<file path="config.mk">
export PLATFORM = sky130hd
export DESIGN_NAME = rsce_top
export DESIGN_NICKNAME = d
export VERILOG_FILES = /design/src/hw/rsce_pkg.sv /design/src/hw/rsce_div.sv /design/src/hw/rsce_top.sv
export SDC_FILE = /design/constraint.sdc
export NUM_CORES = 1
export LEC_CHECK = 0
export BUFFER_PORTS_ARGS = -buffer_cell sky130_fd_sc_hd__buf_2
export CAP_MARGIN = 20
export CORE_AREA = 3 3 106 108
export DETAILED_ROUTE_END_ITERATION = 16
export DIE_AREA = 0 0 109 111
export HOLD_SLACK_MARGIN = 0.02
export PLACE_DENSITY_LB_ADDON = 0.2
export SLEW_MARGIN = 0
export SYNTH_ARGS = -nofsm -noshare
export SYNTH_HDL_FRONTEND = slang
export SYNTH_SLANG_ARGS = --single-unit
</file>
<file path="constraint.sdc">
create_clock -name CORE_CLK_I -period 4.8 [get_ports CORE_CLK_I]
set_input_delay 0.48 -clock CORE_CLK_I [delete_from_list [all_inputs] [get_ports CORE_CLK_I]]
set_output_delay 0.48 -clock CORE_CLK_I [all_outputs]
set_load 0.02 [all_outputs]
</file>
<file path="src/hw/rsce_pkg.sv">
// constants and types shared by the reference select and clock export block
`default_nettype none
package rsce_pkg;
   // reference source choices for the loop
   typedef enum logic [1:0] {
      REF_NONE  = 2'b00,
      REF_FRONT = 2'b01,
      REF_BPLN  = 2'b10,
      REF_LOCAL = 2'b11
   } rsce_ref_t;
   // what an export destination carries
   typedef enum logic [1:0] {
      ROUTE_NONE   = 2'b00,
      ROUTE_SYNC   = 2'b01,
      ROUTE_SAMPLE = 2'b10,
      ROUTE_REF    = 2'b11
   } rsce_route_t;
   // destination indices: pin zero, pin one, trigger lines 0 to 6
   localparam int          NUM_DEST       = 9;
   localparam int          DEST_W         = 4;
   localparam logic [3:0]  DEST_PIN_ZERO  = 4'h0;
   localparam logic [3:0]  DEST_PIN_ONE   = 4'h1;
   localparam logic [3:0]  DEST_TRIG_BASE = 4'h2;
   // reset values
   localparam logic [1:0]  PIN_ZERO_RESET = 2'h1;
   localparam logic [1:0]  ROUTE_RESET    = 2'h0;
   localparam logic [1:0]  REF_RESET      = 2'h0;
   // refused route answer
   localparam logic signed [31:0] ERR_ROUTE_TAKEN = -32'sd89137;
   // reference frequency limits in MHz
   localparam logic [4:0]  REF_MHZ_MIN    = 5'h01;
   localparam logic [4:0]  REF_MHZ_MAX    = 5'h14;
   localparam logic [4:0]  REF_MHZ_SPEC   = 5'h05;
   // rates
   localparam int          CORE_MHZ       = 200;
   localparam int          SAMPLE_MHZ     = 100;
   localparam int          SAMPLE_HALF    = CORE_MHZ / (2 * SAMPLE_MHZ);
   localparam int          DIV_W          = 8;
   localparam int          NUM_SYNC_IN    = 4;
endpackage : rsce_pkg
`default_nettype wire

</file>
<file path="src/hw/rsce_div.sv">
// glitch-free integer divider for the exported sample clock
`default_nettype none
module rsce_div
   import rsce_pkg::*;
#(
   parameter int W = DIV_W
) (
   // clock and reset
   input  wire logic         clk_i,
   input  wire logic         rst_i,
   // divisor, below 2 means no division
   input  wire logic [W-1:0] div_i,
   // divided clock level
   output logic              clk_o
);
   logic [W:0]   cnt;
   logic [W:0]   next_cnt;
   logic [W-1:0] cur;
   logic [W-1:0] next_cur;
   logic         next_clk;
   logic [W-1:0] eff;

   ////////////////////////////////////////////////////////////////////
   // divisor only taken at a period boundary so no runt pulse escapes
   always_comb begin
      eff      = (cur < W'(2)) ? W'(1) : cur;
      next_cur = cur;
      if (cnt == {eff, 1'b0} - (W+1)'(1)) begin
         next_cnt = '0;
         next_cur = div_i;
      end else begin
         next_cnt = cnt + (W+1)'(1);
      end
      next_clk = (next_cnt < {1'b0, (next_cnt == '0) ?
                  ((next_cur < W'(2)) ? W'(1) : next_cur) : eff});
   end

   always_ff @(posedge clk_i or posedge rst_i) begin
      if (rst_i) begin
         cnt   <= '0;
         cur   <= W'(1);
         clk_o <= 1'b1;
      end else begin
         cnt   <= next_cnt;
         cur   <= next_cur;
         clk_o <= next_clk;
      end
   end
endmodule : rsce_div
`default_nettype wire

</file>
<file path="src/hw/rsce_top.sv">
// reference select, phase compare and clock export for the signal generator
`default_nettype none
module rsce_top
   import rsce_pkg::*;
(
   // clock and reset
   input  wire logic                 CORE_CLK_I,
   input  wire logic                 RST_I,
   // reference pins and timebase feedback
   input  wire logic                 FRONT_REF_I,
   input  wire logic                 BPLN_REF_I,
   input  wire logic                 LOCAL_REF_I,
   input  wire logic                 TIMEBASE_FB_I,
   // configuration
   input  wire logic [1:0]           REF_SRC_I,
   input  wire logic [4:0]           REF_MHZ_I,
   input  wire logic [DIV_W-1:0]     EXP_DIV_I,
   input  wire logic                 LOCAL_EXPORT_I,
   input  wire logic                 SYNC_I,
   // route requests
   input  wire logic                 ROUTE_WR_I,
   input  wire logic [DEST_W-1:0]    ROUTE_DEST_I,
   input  wire logic [1:0]           ROUTE_SRC_I,
   output logic                      ROUTE_ERR_O,
   output logic signed [31:0]        ERR_CODE_O,
   // loop control
   output logic                      PD_UP_O,
   output logic                      PD_DN_O,
   output logic                      CAL_DAC_SEL_O,
   output logic                      REF_MHZ_OK_O,
   output logic                      REF_MHZ_SPEC_O,
   // sample timebase
   output logic                      SAMPLE_CLK_O,
   output logic                      SAMPLE_EN_O,
   // export destinations
   output logic [NUM_DEST-1:0]       DEST_O,
   output logic [NUM_DEST-1:0]       DEST_OE_O,
   output logic                      SYS_LINE_SEVEN_O,
   output logic                      SYS_LINE_SEVEN_OE_O
);
   ////////////////////////////////////////////////////////////////////
   // three-stage pin sampling, a change counts once stages two and three agree
   logic [NUM_SYNC_IN-1:0] pin_raw;
   logic [NUM_SYNC_IN-1:0] s1, s2, s3, filt;
   logic [NUM_SYNC_IN-1:0] next_filt;
   assign pin_raw = {TIMEBASE_FB_I, LOCAL_REF_I, BPLN_REF_I, FRONT_REF_I};

   always_comb begin
      next_filt = filt;
      for (int i = 0; i < NUM_SYNC_IN; i++) begin
         if (s2[i] == s3[i]) begin
            next_filt[i] = s3[i];
         end
      end
   end

   always_ff @(posedge CORE_CLK_I or posedge RST_I) begin
      if (RST_I) begin
         s1   <= '0;
         s2   <= '0;
         s3   <= '0;
         filt <= '0;
      end else begin
         s1   <= pin_raw;
         s2   <= s1;
         s3   <= s2;
         filt <= next_filt;
      end
   end

   ////////////////////////////////////////////////////////////////////
   // reference selection, switched only while old and new are both low
   rsce_ref_t ref_sel, next_ref_sel;
   logic      ref_now, ref_new, ref_prev, fb_prev;
   logic      next_ref_prev, next_fb_prev;
   logic      pd_up, pd_dn, next_pd_up, next_pd_dn;

   function automatic logic ref_level(input rsce_ref_t s, input logic [3:0] f);
      case (s)
         REF_FRONT: ref_level = f[0];
         REF_BPLN:  ref_level = f[1];
         REF_LOCAL: ref_level = f[2];
         default:   ref_level = 1'b0;
      endcase
   endfunction : ref_level

   always_comb begin
      ref_now       = ref_level(ref_sel, filt);
      ref_new       = ref_level(rsce_ref_t'(REF_SRC_I), filt);
      next_ref_sel  = ref_sel;
      if (!ref_now && !ref_new) begin
         next_ref_sel = rsce_ref_t'(REF_SRC_I);
      end
      next_ref_prev = ref_now;
      next_fb_prev  = filt[3];
      next_pd_up    = pd_up;
      next_pd_dn    = pd_dn;
      if (ref_sel == REF_NONE || next_ref_sel != ref_sel) begin
         next_pd_up = 1'b0;
         next_pd_dn = 1'b0;
      end else begin
         // edge-triggered phase-frequency compare against the feedback
         if (ref_now && !ref_prev) begin
            next_pd_up = 1'b1;
         end
         if (filt[3] && !fb_prev) begin
            next_pd_dn = 1'b1;
         end
         if (next_pd_up && next_pd_dn) begin
            next_pd_up = 1'b0;
            next_pd_dn = 1'b0;
         end
      end
   end

   always_ff @(posedge CORE_CLK_I or posedge RST_I) begin
      if (RST_I) begin
         ref_sel  <= rsce_ref_t'(REF_RESET);
         ref_prev <= 1'b0;
         fb_prev  <= 1'b0;
         pd_up    <= 1'b0;
         pd_dn    <= 1'b0;
      end else begin
         ref_sel  <= next_ref_sel;
         ref_prev <= next_ref_prev;
         fb_prev  <= next_fb_prev;
         pd_up    <= next_pd_up;
         pd_dn    <= next_pd_dn;
      end
   end

   assign PD_UP_O        = pd_up;
   assign PD_DN_O        = pd_dn;
   assign CAL_DAC_SEL_O  = (ref_sel == REF_NONE);
   // frequency range is the configuring party's duty, only flagged here
   assign REF_MHZ_OK_O   = (REF_MHZ_I >= REF_MHZ_MIN) && (REF_MHZ_I <= REF_MHZ_MAX);
   assign REF_MHZ_SPEC_O = REF_MHZ_OK_O && (REF_MHZ_I >= REF_MHZ_SPEC);

   ////////////////////////////////////////////////////////////////////
   // sample timebase: toggles every core cycle for 100 MHz, plus its enable
   logic samp, next_samp;
   always_comb begin
      next_samp = (SAMPLE_HALF == 1) ? ~samp : samp;
   end
   always_ff @(posedge CORE_CLK_I or posedge RST_I) begin
      if (RST_I) begin
         samp <= 1'b1;
      end else begin
         samp <= next_samp;
      end
   end
   assign SAMPLE_CLK_O = samp;
   assign SAMPLE_EN_O  = ~samp;

   // divided sample clock for export
   logic samp_exp;
   rsce_div #(.W(DIV_W)) u_div (
      .clk_i (CORE_CLK_I),
      .rst_i (RST_I),
      .div_i (EXP_DIV_I),
      .clk_o (samp_exp)
   );

   ////////////////////////////////////////////////////////////////////
   // route table: one entry per destination, new route applied at a low point
   logic [1:0] route     [NUM_DEST];
   logic [1:0] pend      [NUM_DEST];
   logic [1:0] next_route[NUM_DEST];
   logic [1:0] next_pend [NUM_DEST];
   logic [NUM_DEST-1:0] lvl_now, lvl_new, next_dest, dest_q;
   logic       err, next_err;
   logic       ref_exp;
   // the local oscillator may leave only on system line seven, never by a route
   assign ref_exp = (ref_sel != REF_NONE) && (ref_sel != REF_LOCAL) && ref_now;

   function automatic logic src_level(input logic [1:0] r, input logic sy,
                                      input logic sc, input logic rf);
      case (rsce_route_t'(r))
         ROUTE_SYNC:   src_level = sy;
         ROUTE_SAMPLE: src_level = sc;
         ROUTE_REF:    src_level = rf;
         default:      src_level = 1'b0;
      endcase
   endfunction : src_level

   always_comb begin
      next_err = 1'b0;
      for (int d = 0; d < NUM_DEST; d++) begin
         next_pend[d] = pend[d];
      end
      if (ROUTE_WR_I && ROUTE_DEST_I < DEST_W'(NUM_DEST)) begin
         // trigger indices 2..8 serve both backplane and system lines 0 to 6
         if (ROUTE_DEST_I == DEST_PIN_ZERO && pend[0] == ROUTE_SYNC &&
             ROUTE_SRC_I != ROUTE_NONE && ROUTE_SRC_I != ROUTE_SYNC) begin
            next_err = 1'b1;
         end else begin
            next_pend[ROUTE_DEST_I] = ROUTE_SRC_I;
         end
      end
   end

   genvar g;
   generate
      for (g = 0; g < NUM_DEST; g++) begin : g_dest
         always_comb begin
            lvl_now[g]    = src_level(route[g], SYNC_I, samp_exp, ref_exp);
            lvl_new[g]    = src_level(pend[g], SYNC_I, samp_exp, ref_exp);
            next_route[g] = route[g];
            if (!lvl_now[g] && !lvl_new[g]) begin
               next_route[g] = pend[g];
            end
            next_dest[g]  = src_level(next_route[g], SYNC_I, samp_exp, ref_exp);
         end
         always_ff @(posedge CORE_CLK_I or posedge RST_I) begin
            if (RST_I) begin
               route[g]  <= (g == 0) ? PIN_ZERO_RESET : ROUTE_RESET;
               pend[g]   <= (g == 0) ? PIN_ZERO_RESET : ROUTE_RESET;
               dest_q[g] <= 1'b0;
            end else begin
               route[g]  <= next_route[g];
               pend[g]   <= next_pend[g];
               dest_q[g] <= next_dest[g];
            end
         end
         // unused destinations stay low and undriven
         assign DEST_OE_O[g] = (route[g] != ROUTE_NONE);
      end
   endgenerate

   always_ff @(posedge CORE_CLK_I or posedge RST_I) begin
      if (RST_I) begin
         err <= 1'b0;
      end else begin
         err <= next_err;
      end
   end
   assign DEST_O      = dest_q;
   assign ROUTE_ERR_O = err;
   assign ERR_CODE_O  = err ? ERR_ROUTE_TAKEN : 32'sd0;

   ////////////////////////////////////////////////////////////////////
   // local reference goes out only on system line seven
   logic line7, next_line7;
   always_comb begin
      next_line7 = LOCAL_EXPORT_I & filt[2];
   end
   always_ff @(posedge CORE_CLK_I or posedge RST_I) begin
      if (RST_I) begin
         line7 <= 1'b0;
      end else begin
         line7 <= next_line7;
      end
   end
   assign SYS_LINE_SEVEN_O    = line7;
   assign SYS_LINE_SEVEN_OE_O = LOCAL_EXPORT_I;
endmodule : rsce_top
`default_nettype wire

</file>
==> results.cfg, run 1 <==
[synth]
post-synth-top-count-cell = dfrtp_1
synth_top_family_by_area = simple AND/OR/NAND/NOR gates
synth_warnings = 0
synthArstFlopShare_pct = 100
synth_area_leader_cell = dfrtp_1
ys_top_cells_by_area = dfrtp_1 (45%), mux2_2 (7.3%), buf_4 (5.5%)
syn_area_per_cell_um2 = 10.2
synthDistinctLibCells = 48
yosysSeqAreaShare_pct = 47.5
synth.mux.area_fraction_pct = 9.87
syn-cell-area_um2 = 4650
synth_flop_cell = dfrtp_1
synth_xor_area_share_pct = 3.01
synth_simple_gate_area_share_pct = 14.6
ys_seq_elements = 88
synth_cells = 457
synth_top_area_share_pct = 44.6
ys_top_cells_by_count = dfrtp_1 (83), nand2_1 (43), a21oi_1 (36)
synth_fa_ha_area_share_pct = 4.36
synth_compound_area_share_pct = 12.4
synth_enable_flop_cells = 0

[run_status]
status = complete, no violations

[place]
dpl.cell_count = 638
io_buffer_count = 82
routabilityCongestion = 0.802
place_hpwl_um = 6610

[pwr]
ir_drop_uv = 265
p_leak_nw = 2.51
powerDensity_nw_per_um2 = 583

[flow_run]
cap_violations = 0

[worst_setup_path]
critical-path-top-delay-family = simple AND/OR/NAND/NOR gates
worstPathArrival_ns = 4.35
required_ns = 5.09
slowest_stage = nor4_1
crit_buf_inv = 1
critPathMaxStageDelay_ns = 0.52
worstSetupStartpointType = flop
setup.worst_path.end_class = flop
critPathMaxFanout = 14
crit_type = reg2reg
cp_cell_sequence = nor4_1 -> a21oi_1 -> ha_1 -> xor2_1 -> o2111ai_1 -> a221oi_1 -> and4_1 -> buf_4 -> mux2i_1 -> ha_1 -> a21o_1 -> a21oi_1 -> o21a_1 -> nand3_1 -> mux2i_1

[die]
core.rowCount = 37
core_area_um2 = 10300
pin_count = 90
die-area_um2 = 12100
start_util_pct = 45.1
die_w_um = 109
fp.dieH_um = 111

[final_layout]
n_antenna_cell = 0
fin_nets = 556
fill_cells = 958
area_delta_synth_final_pct = 10.7
drive_above_1_share_pct = 29.5
instances_no_fill = 654
final-seq-area_um2 = 2210
multi_input_area_um2 = 2080

[sta]
setup_viol = 0
worst_slew_pin_slew_ns = 0.875
hold_viol = 0
rsz0062_at_grt = no
relSlewSlack_pct = 41.6
fin_skew_ns = 0.0120
fin_crit_ns = 4.05
drv_slew = 0
hold_ws_ns = 0.192
post-route-period-util_pct = 84.5
max_freq_ghz = 0.247
fin_tns_setup_ns = 0

[clocking]
cts_repair_resize_count = 0
cts_inserted_buffers = 9
cts_root_buf = clkbuf_8
htree_num_levels = 3
cts_tree = yes
clk_latency_ns = 0.36
clock_path_buffers = 2
cts-hold-fix-buffers = 0
cts.clk_slew.worst_paths_ns = 0.10
post_cts_buffers = 0
cts.sinks = 88

[drt]
drtAntennaViolNets = 0
vias = 3311
first_iter_violations = 176
wl_um = 9270
drc = 0
avgViaCountPerCell = 5.06
wl_per_cell_um = 14.2
drtPass1Iterations = 4

[hold_path]
hp-class = in2async

[grt]
first_global_vias = 3119
grt-ovfl-total = 0
antenna_found_initial = 0
grt_first_pass_wirelength_um = 15300
grt_max_degree = 50
grt_use_total_pct = 15.8
[registers in the layout, summed over array words and instances, names as in the netlist, 8 cells and up]
register and count:
DEST_O 9, pend 18, route 18, u_div.cnt 9
u_div.cur 8
[routing by layer]
metal | part of all wire, % | track usage (%) | wire [um]
met2 | 44 | 22.8 | 4130
met5 | 0 | 0 | 0
met1 | 49 | 23.5 | 4560
met4 | 1.4 | 6.06 | 129
met3 | 4.9 | 2.85 | 455
[final timing paths]
check | start | to | slack, ns | depth (start not counted)
max | u_div.cur[2]$_DFF_PP0_ | u_div.clk_o$_DFF_PP1_ | 0.75 | 15
min | RST_I | DEST_O[7]$_DFF_PP0_ | 0.19 | 2
max reg2reg | u_div.cur[2]$_DFF_PP0_ | u_div.clk_o$_DFF_PP1_ | 0.75 | 15
min reg2reg | s1[2]$_DFF_PP0_ | s2[2]$_DFF_PP0_ | 0.35 | 0
max in group asynchronous | RST_I | pend[11]$_DFFE_PP0P_ | 3.51 | 3
min in group CORE_CLK_I | TIMEBASE_FB_I | s1[3]$_DFF_PP0_ | 0.22 | 1
[cell families after synthesis]
group / count (synthesis)
flops: 88
xor+xnor: 16
simple gates: 132
buf+inv: 67
other cells: 1
compound gates: 94
mux: 42
fa+ha+maj: 17
[layout by cell type, fill, tap and decap left out, types with 6 or more instances in the layout]
cell / Yosys / final
dfrtp_1: 83 / 83
or2_2: 11 / 11
nand2b_1: 8 / 8
mux2i_1: 11 / 11
a31o_2: 6 / 6
xor2_1: 8 / 8
mux2_2: 30 / 30
a22o_1: 7 / 7
nor2_1: 21 / 21
xnor2_1: 8 / 8
a21oi_1: 36 / 36
conb_1: 1 / 7
inv_1: 22 / 21
nand2_1: 43 / 43
o21ai_0: 25 / 25
ha_1: 13 / 13
nor2b_1: 8 / 8
buf_2: 3 / 82
nand3_1: 6 / 6
clkbuf_8: 0 / 9
nand3b_1: 9 / 9
[area by class of cell]
cell class | count | share of cell area (%)
flip-flops and latches | 88 | 42.9
multi-input cells | 308 | 40.5
repair buffers | 84 | 8.26
well taps | 136 | 3.30
clock buffers | 10 | 2.48
inverters | 22 | 1.63
clock inverters | 6 | 0.996
[stage by stage]
stage	utilization (%)	setup WS, ns	power, mW	cell area [um2]
after floorplan	-	1.24	2.21	4670
after global placement	48.2	0.881	2.50	4970
after detailed placement	48.2	0.779	2.54	4970
after CTS	49.9	0.724	3.04	5150
after global routing	49.9	0.414	3.28	5150
final	49.9	0.746	3.00	5150
[power by group]
part	leakage, nW	switching [mW]	internal [mW]
combinational	1.35	0.697	0.599
clock	0.0936	0.284	0.198
sequential	1.06	0.251	0.975
[worst reg2reg max path: stages (launching register included)]
cell	delay, ns
dfrtp_1	0.48
nor4_1	0.52
a21oi_1	0.20
ha_1	0.34
xor2_1	0.14
o2111ai_1	0.12
a221oi_1	0.20
and4_1	0.52
buf_4	0.32
mux2i_1	0.21
ha_1	0.26
a21o_1	0.18
a21oi_1	0.14
o21a_1	0.15
nand3_1	0.07
mux2i_1	0.16
Note: power is estimated with default switching activity, not from simulation.
==> run 2, diff against run 1 <==
==> constraint.sdc (replaced) <==
create_clock -name CORE_CLK_I -period 3.3 [get_ports CORE_CLK_I]
set_input_delay 0.33 -clock CORE_CLK_I [delete_from_list [all_inputs] [get_ports CORE_CLK_I]]
set_output_delay 0.33 -clock CORE_CLK_I [all_outputs]
set_load 0.02 [all_outputs]
==> run 2 against run 1 <==
Effect of this change: sequential cell count unchanged; die area unchanged; non-clock buffer count increased by 17; final cell count grew 2.6%; core utilization rose by 1.7 points; critical path type unchanged; register-to-register slack got worse by 0.74 ns; highest routed layer unchanged; sequential power is 42% higher; via count grew 4.3%; first-iteration DRC count did not move.
==> results.cfg, run 2 (synthesis results as in run 1) <==
[drt]
drtPass1Iterations = 4
vias = 3454
drc = 0
wl_um = 9600
first_iter_violations = 176
drtAntennaViolNets = 0
avgViaCountPerCell = 5.15
wl_per_cell_um = 14.3

[worst_setup_path]
crit_end = u_div.clk_o$_DFF_PP1_
required_ns = 3.59
crit_buf_inv = 0
reg2reg_depth = 15
cp_cell_sequence = nor4_4 -> a21oi_2 -> ha_1 -> xor2_1 -> o2111ai_1 -> a221oi_1 -> and4_4 -> mux2i_2 -> ha_1 -> a21o_1 -> a21o_1 -> a21oi_2 -> o21a_1 -> nand3_1 -> mux2i_1
rr_startpoint = u_div.cur[4]$_DFF_PP0_
setup.worst_path.end_class = flop
reg2reg_to = u_div.clk_o$_DFF_PP1_
worstPathArrival_ns = 3.58
slowest_stage = dfrtp_2
critPathMaxStageDelay_ns = 0.42
crit_type = reg2reg
cp_num_cells = 15
worstSetupStartpointType = flop
critPathMaxFanout = 4
critical-path-top-delay-family = compound AO/OA/AOI/OAI gates
rrSetupSlack_ns = 0.006
cp-startpoint = u_div.cur[4]$_DFF_PP0_

[clocking]
cts.sinks = 88
cts_inserted_buffers = 9
clk_latency_ns = 0.36
cts_tree = yes
htree_num_levels = 3
clock_path_buffers = 2
cts_root_buf = clkbuf_8
cts-hold-fix-buffers = 0
cts.clk_slew.worst_paths_ns = 0.07

[die]
core_area_um2 = 10300
die-area_um2 = 12100
die_w_um = 109
start_util_pct = 45.1
core.rowCount = 37
pin_count = 90
fp.dieH_um = 111

[hold_path]
hp-class = in2async

[grt]
grt-ovfl-total = 0
antenna_found_initial = 0
grt_use_total_pct = 16.9
first_global_vias = 3376
grt_first_pass_wirelength_um = 16100
grt_max_degree = 89

[final_layout]
postLayoutCoreUtil_pct = 51.6
fill_cells = 943
drive_above_1_share_pct = 32.3
area_delta_synth_final_pct = 14.6
n_antenna_cell = 0
instances_no_fill = 671
layout_common_cells = dfrtp_1 (82), buf_2 (82), nand2_1 (43), a21oi_1 (34), mux2_2 (30)
reg_top3 = pend x18, route x18
fin_nets = 573

[flow_run]
cap_violations = 0

[pwr]
ir_drop_uv = 385
internal-power_mw = 2.72
seqPwrFrac_pct = 38.7
total_power_mw = 4.52
p_leak_nw = 2.60
p_sw_share_pct = 39.9
p_comb_share_pct = 46.8
p_sw_mw = 1.80
clkPwrFrac_pct = 14.4
powerDensity_nw_per_um2 = 848

[sta]
fin_tns_setup_ns = 0
setup_viol = 0
rsz0062_at_grt = yes
drv_slew = 0
max_freq_ghz = 0.304
fin_skew_ns = 0.00745
post-route-period-util_pct = 99.8
hold_viol = 0
fin_ws_ns = 0.00596
fin_crit_ns = 3.29

[place]
dpl.cell_count = 653
place_ws_ns = -0.0838
routabilityCongestion = 0.848
io_buffer_count = 82
place_hpwl_um = 6900

[run_status]
status = complete, no violations
-- run 2: cell count changes in the layout (fill, tap and decap cells not counted), sizes merged --
cell / before / now
clkinv: 3 / 2
buf: 84 / 101
clkbuf: 10 / 15
inv: 25 / 21
-- run 2: metal layers --
metal	part of all wire, %	GRT usage, %	up-vias	wire length (um)
li1	-	-	1694	-
met1	48	22.5	1662	4600
met2	45	26.2	89	4350
met3	5.8	5.65	9	560
met4	0.93	4.55	0	89
met5	0	0	-	0
-- run 2: how the worst min path moves through the flow --
stage	startpoint	endpoint	slack (ns)	cells past startpoint
after floorplan	s1[0]$_DFF_PP0_	s2[0]$_DFF_PP0_	0.33	0
after global routing	TIMEBASE_FB_I	s1[3]$_DFF_PP0_	0.04	1
after global placement	s1[0]$_DFF_PP0_	s2[0]$_DFF_PP0_	0.34	0
after detailed placement	s1[3]$_DFF_PP0_	s2[3]$_DFF_PP0_	0.33	0
after CTS	TIMEBASE_FB_I	s1[3]$_DFF_PP0_	0.04	1
final	RST_I	u_div.cur[6]$_DFF_PP0_	0.06	3
-- run 2: worst register-to-register path, cell delays in order, from the launching register on --
cell       delay, ns
dfrtp_2         0.42
nor4_4          0.31
a21oi_2         0.09
ha_1            0.29
xor2_1          0.14
o2111ai_1       0.12
a221oi_1        0.22
and4_4          0.31
mux2i_2         0.21
ha_1            0.26
a21o_1          0.16
a21o_1          0.18
a21oi_2         0.12
o21a_1          0.14
nand3_1         0.08
mux2i_1         0.16
-- run 2: layout make-up --
type                    count  area [um2]  share of cell area, %
flip-flops and latches     88        2210                   41.5
clock buffers              15         156                   2.93
multi-input cells         308        2120                   39.8
well taps                 136         170                   3.19
repair buffers            101         582                   10.9
clock inverters             1        5.00                 0.0939
inverters                  22        83.8                   1.57
-- run 2: timing repair --
item,CTS,global route
setup endpoints to repair,1,1
setup buffers,1,1
pin swaps,6,5
gates cloned,0,0
resized for setup,4,2
-- run 2: metrics by stage --
step                hold slack [ns]  area, um2
floorplan                     0.331       4720
global placement              0.336       5130
detailed placement            0.335       5130
CTS                          0.0414       5310
global route                 0.0376       5330
finish                       0.0595       5330
-- run 2: power by group through the flow --
stage | registers, mW | logic (mW) | clock network [mW]
after floorplan | 1.75 | 1.50 | 0
after global placement | 1.75 | 2.03 | 0
after detailed placement | 1.77 | 2.07 | 0
after CTS | 1.75 | 2.09 | 0.693
after global routing | 1.81 | 2.37 | 0.740
final | 1.75 | 2.12 | 0.653
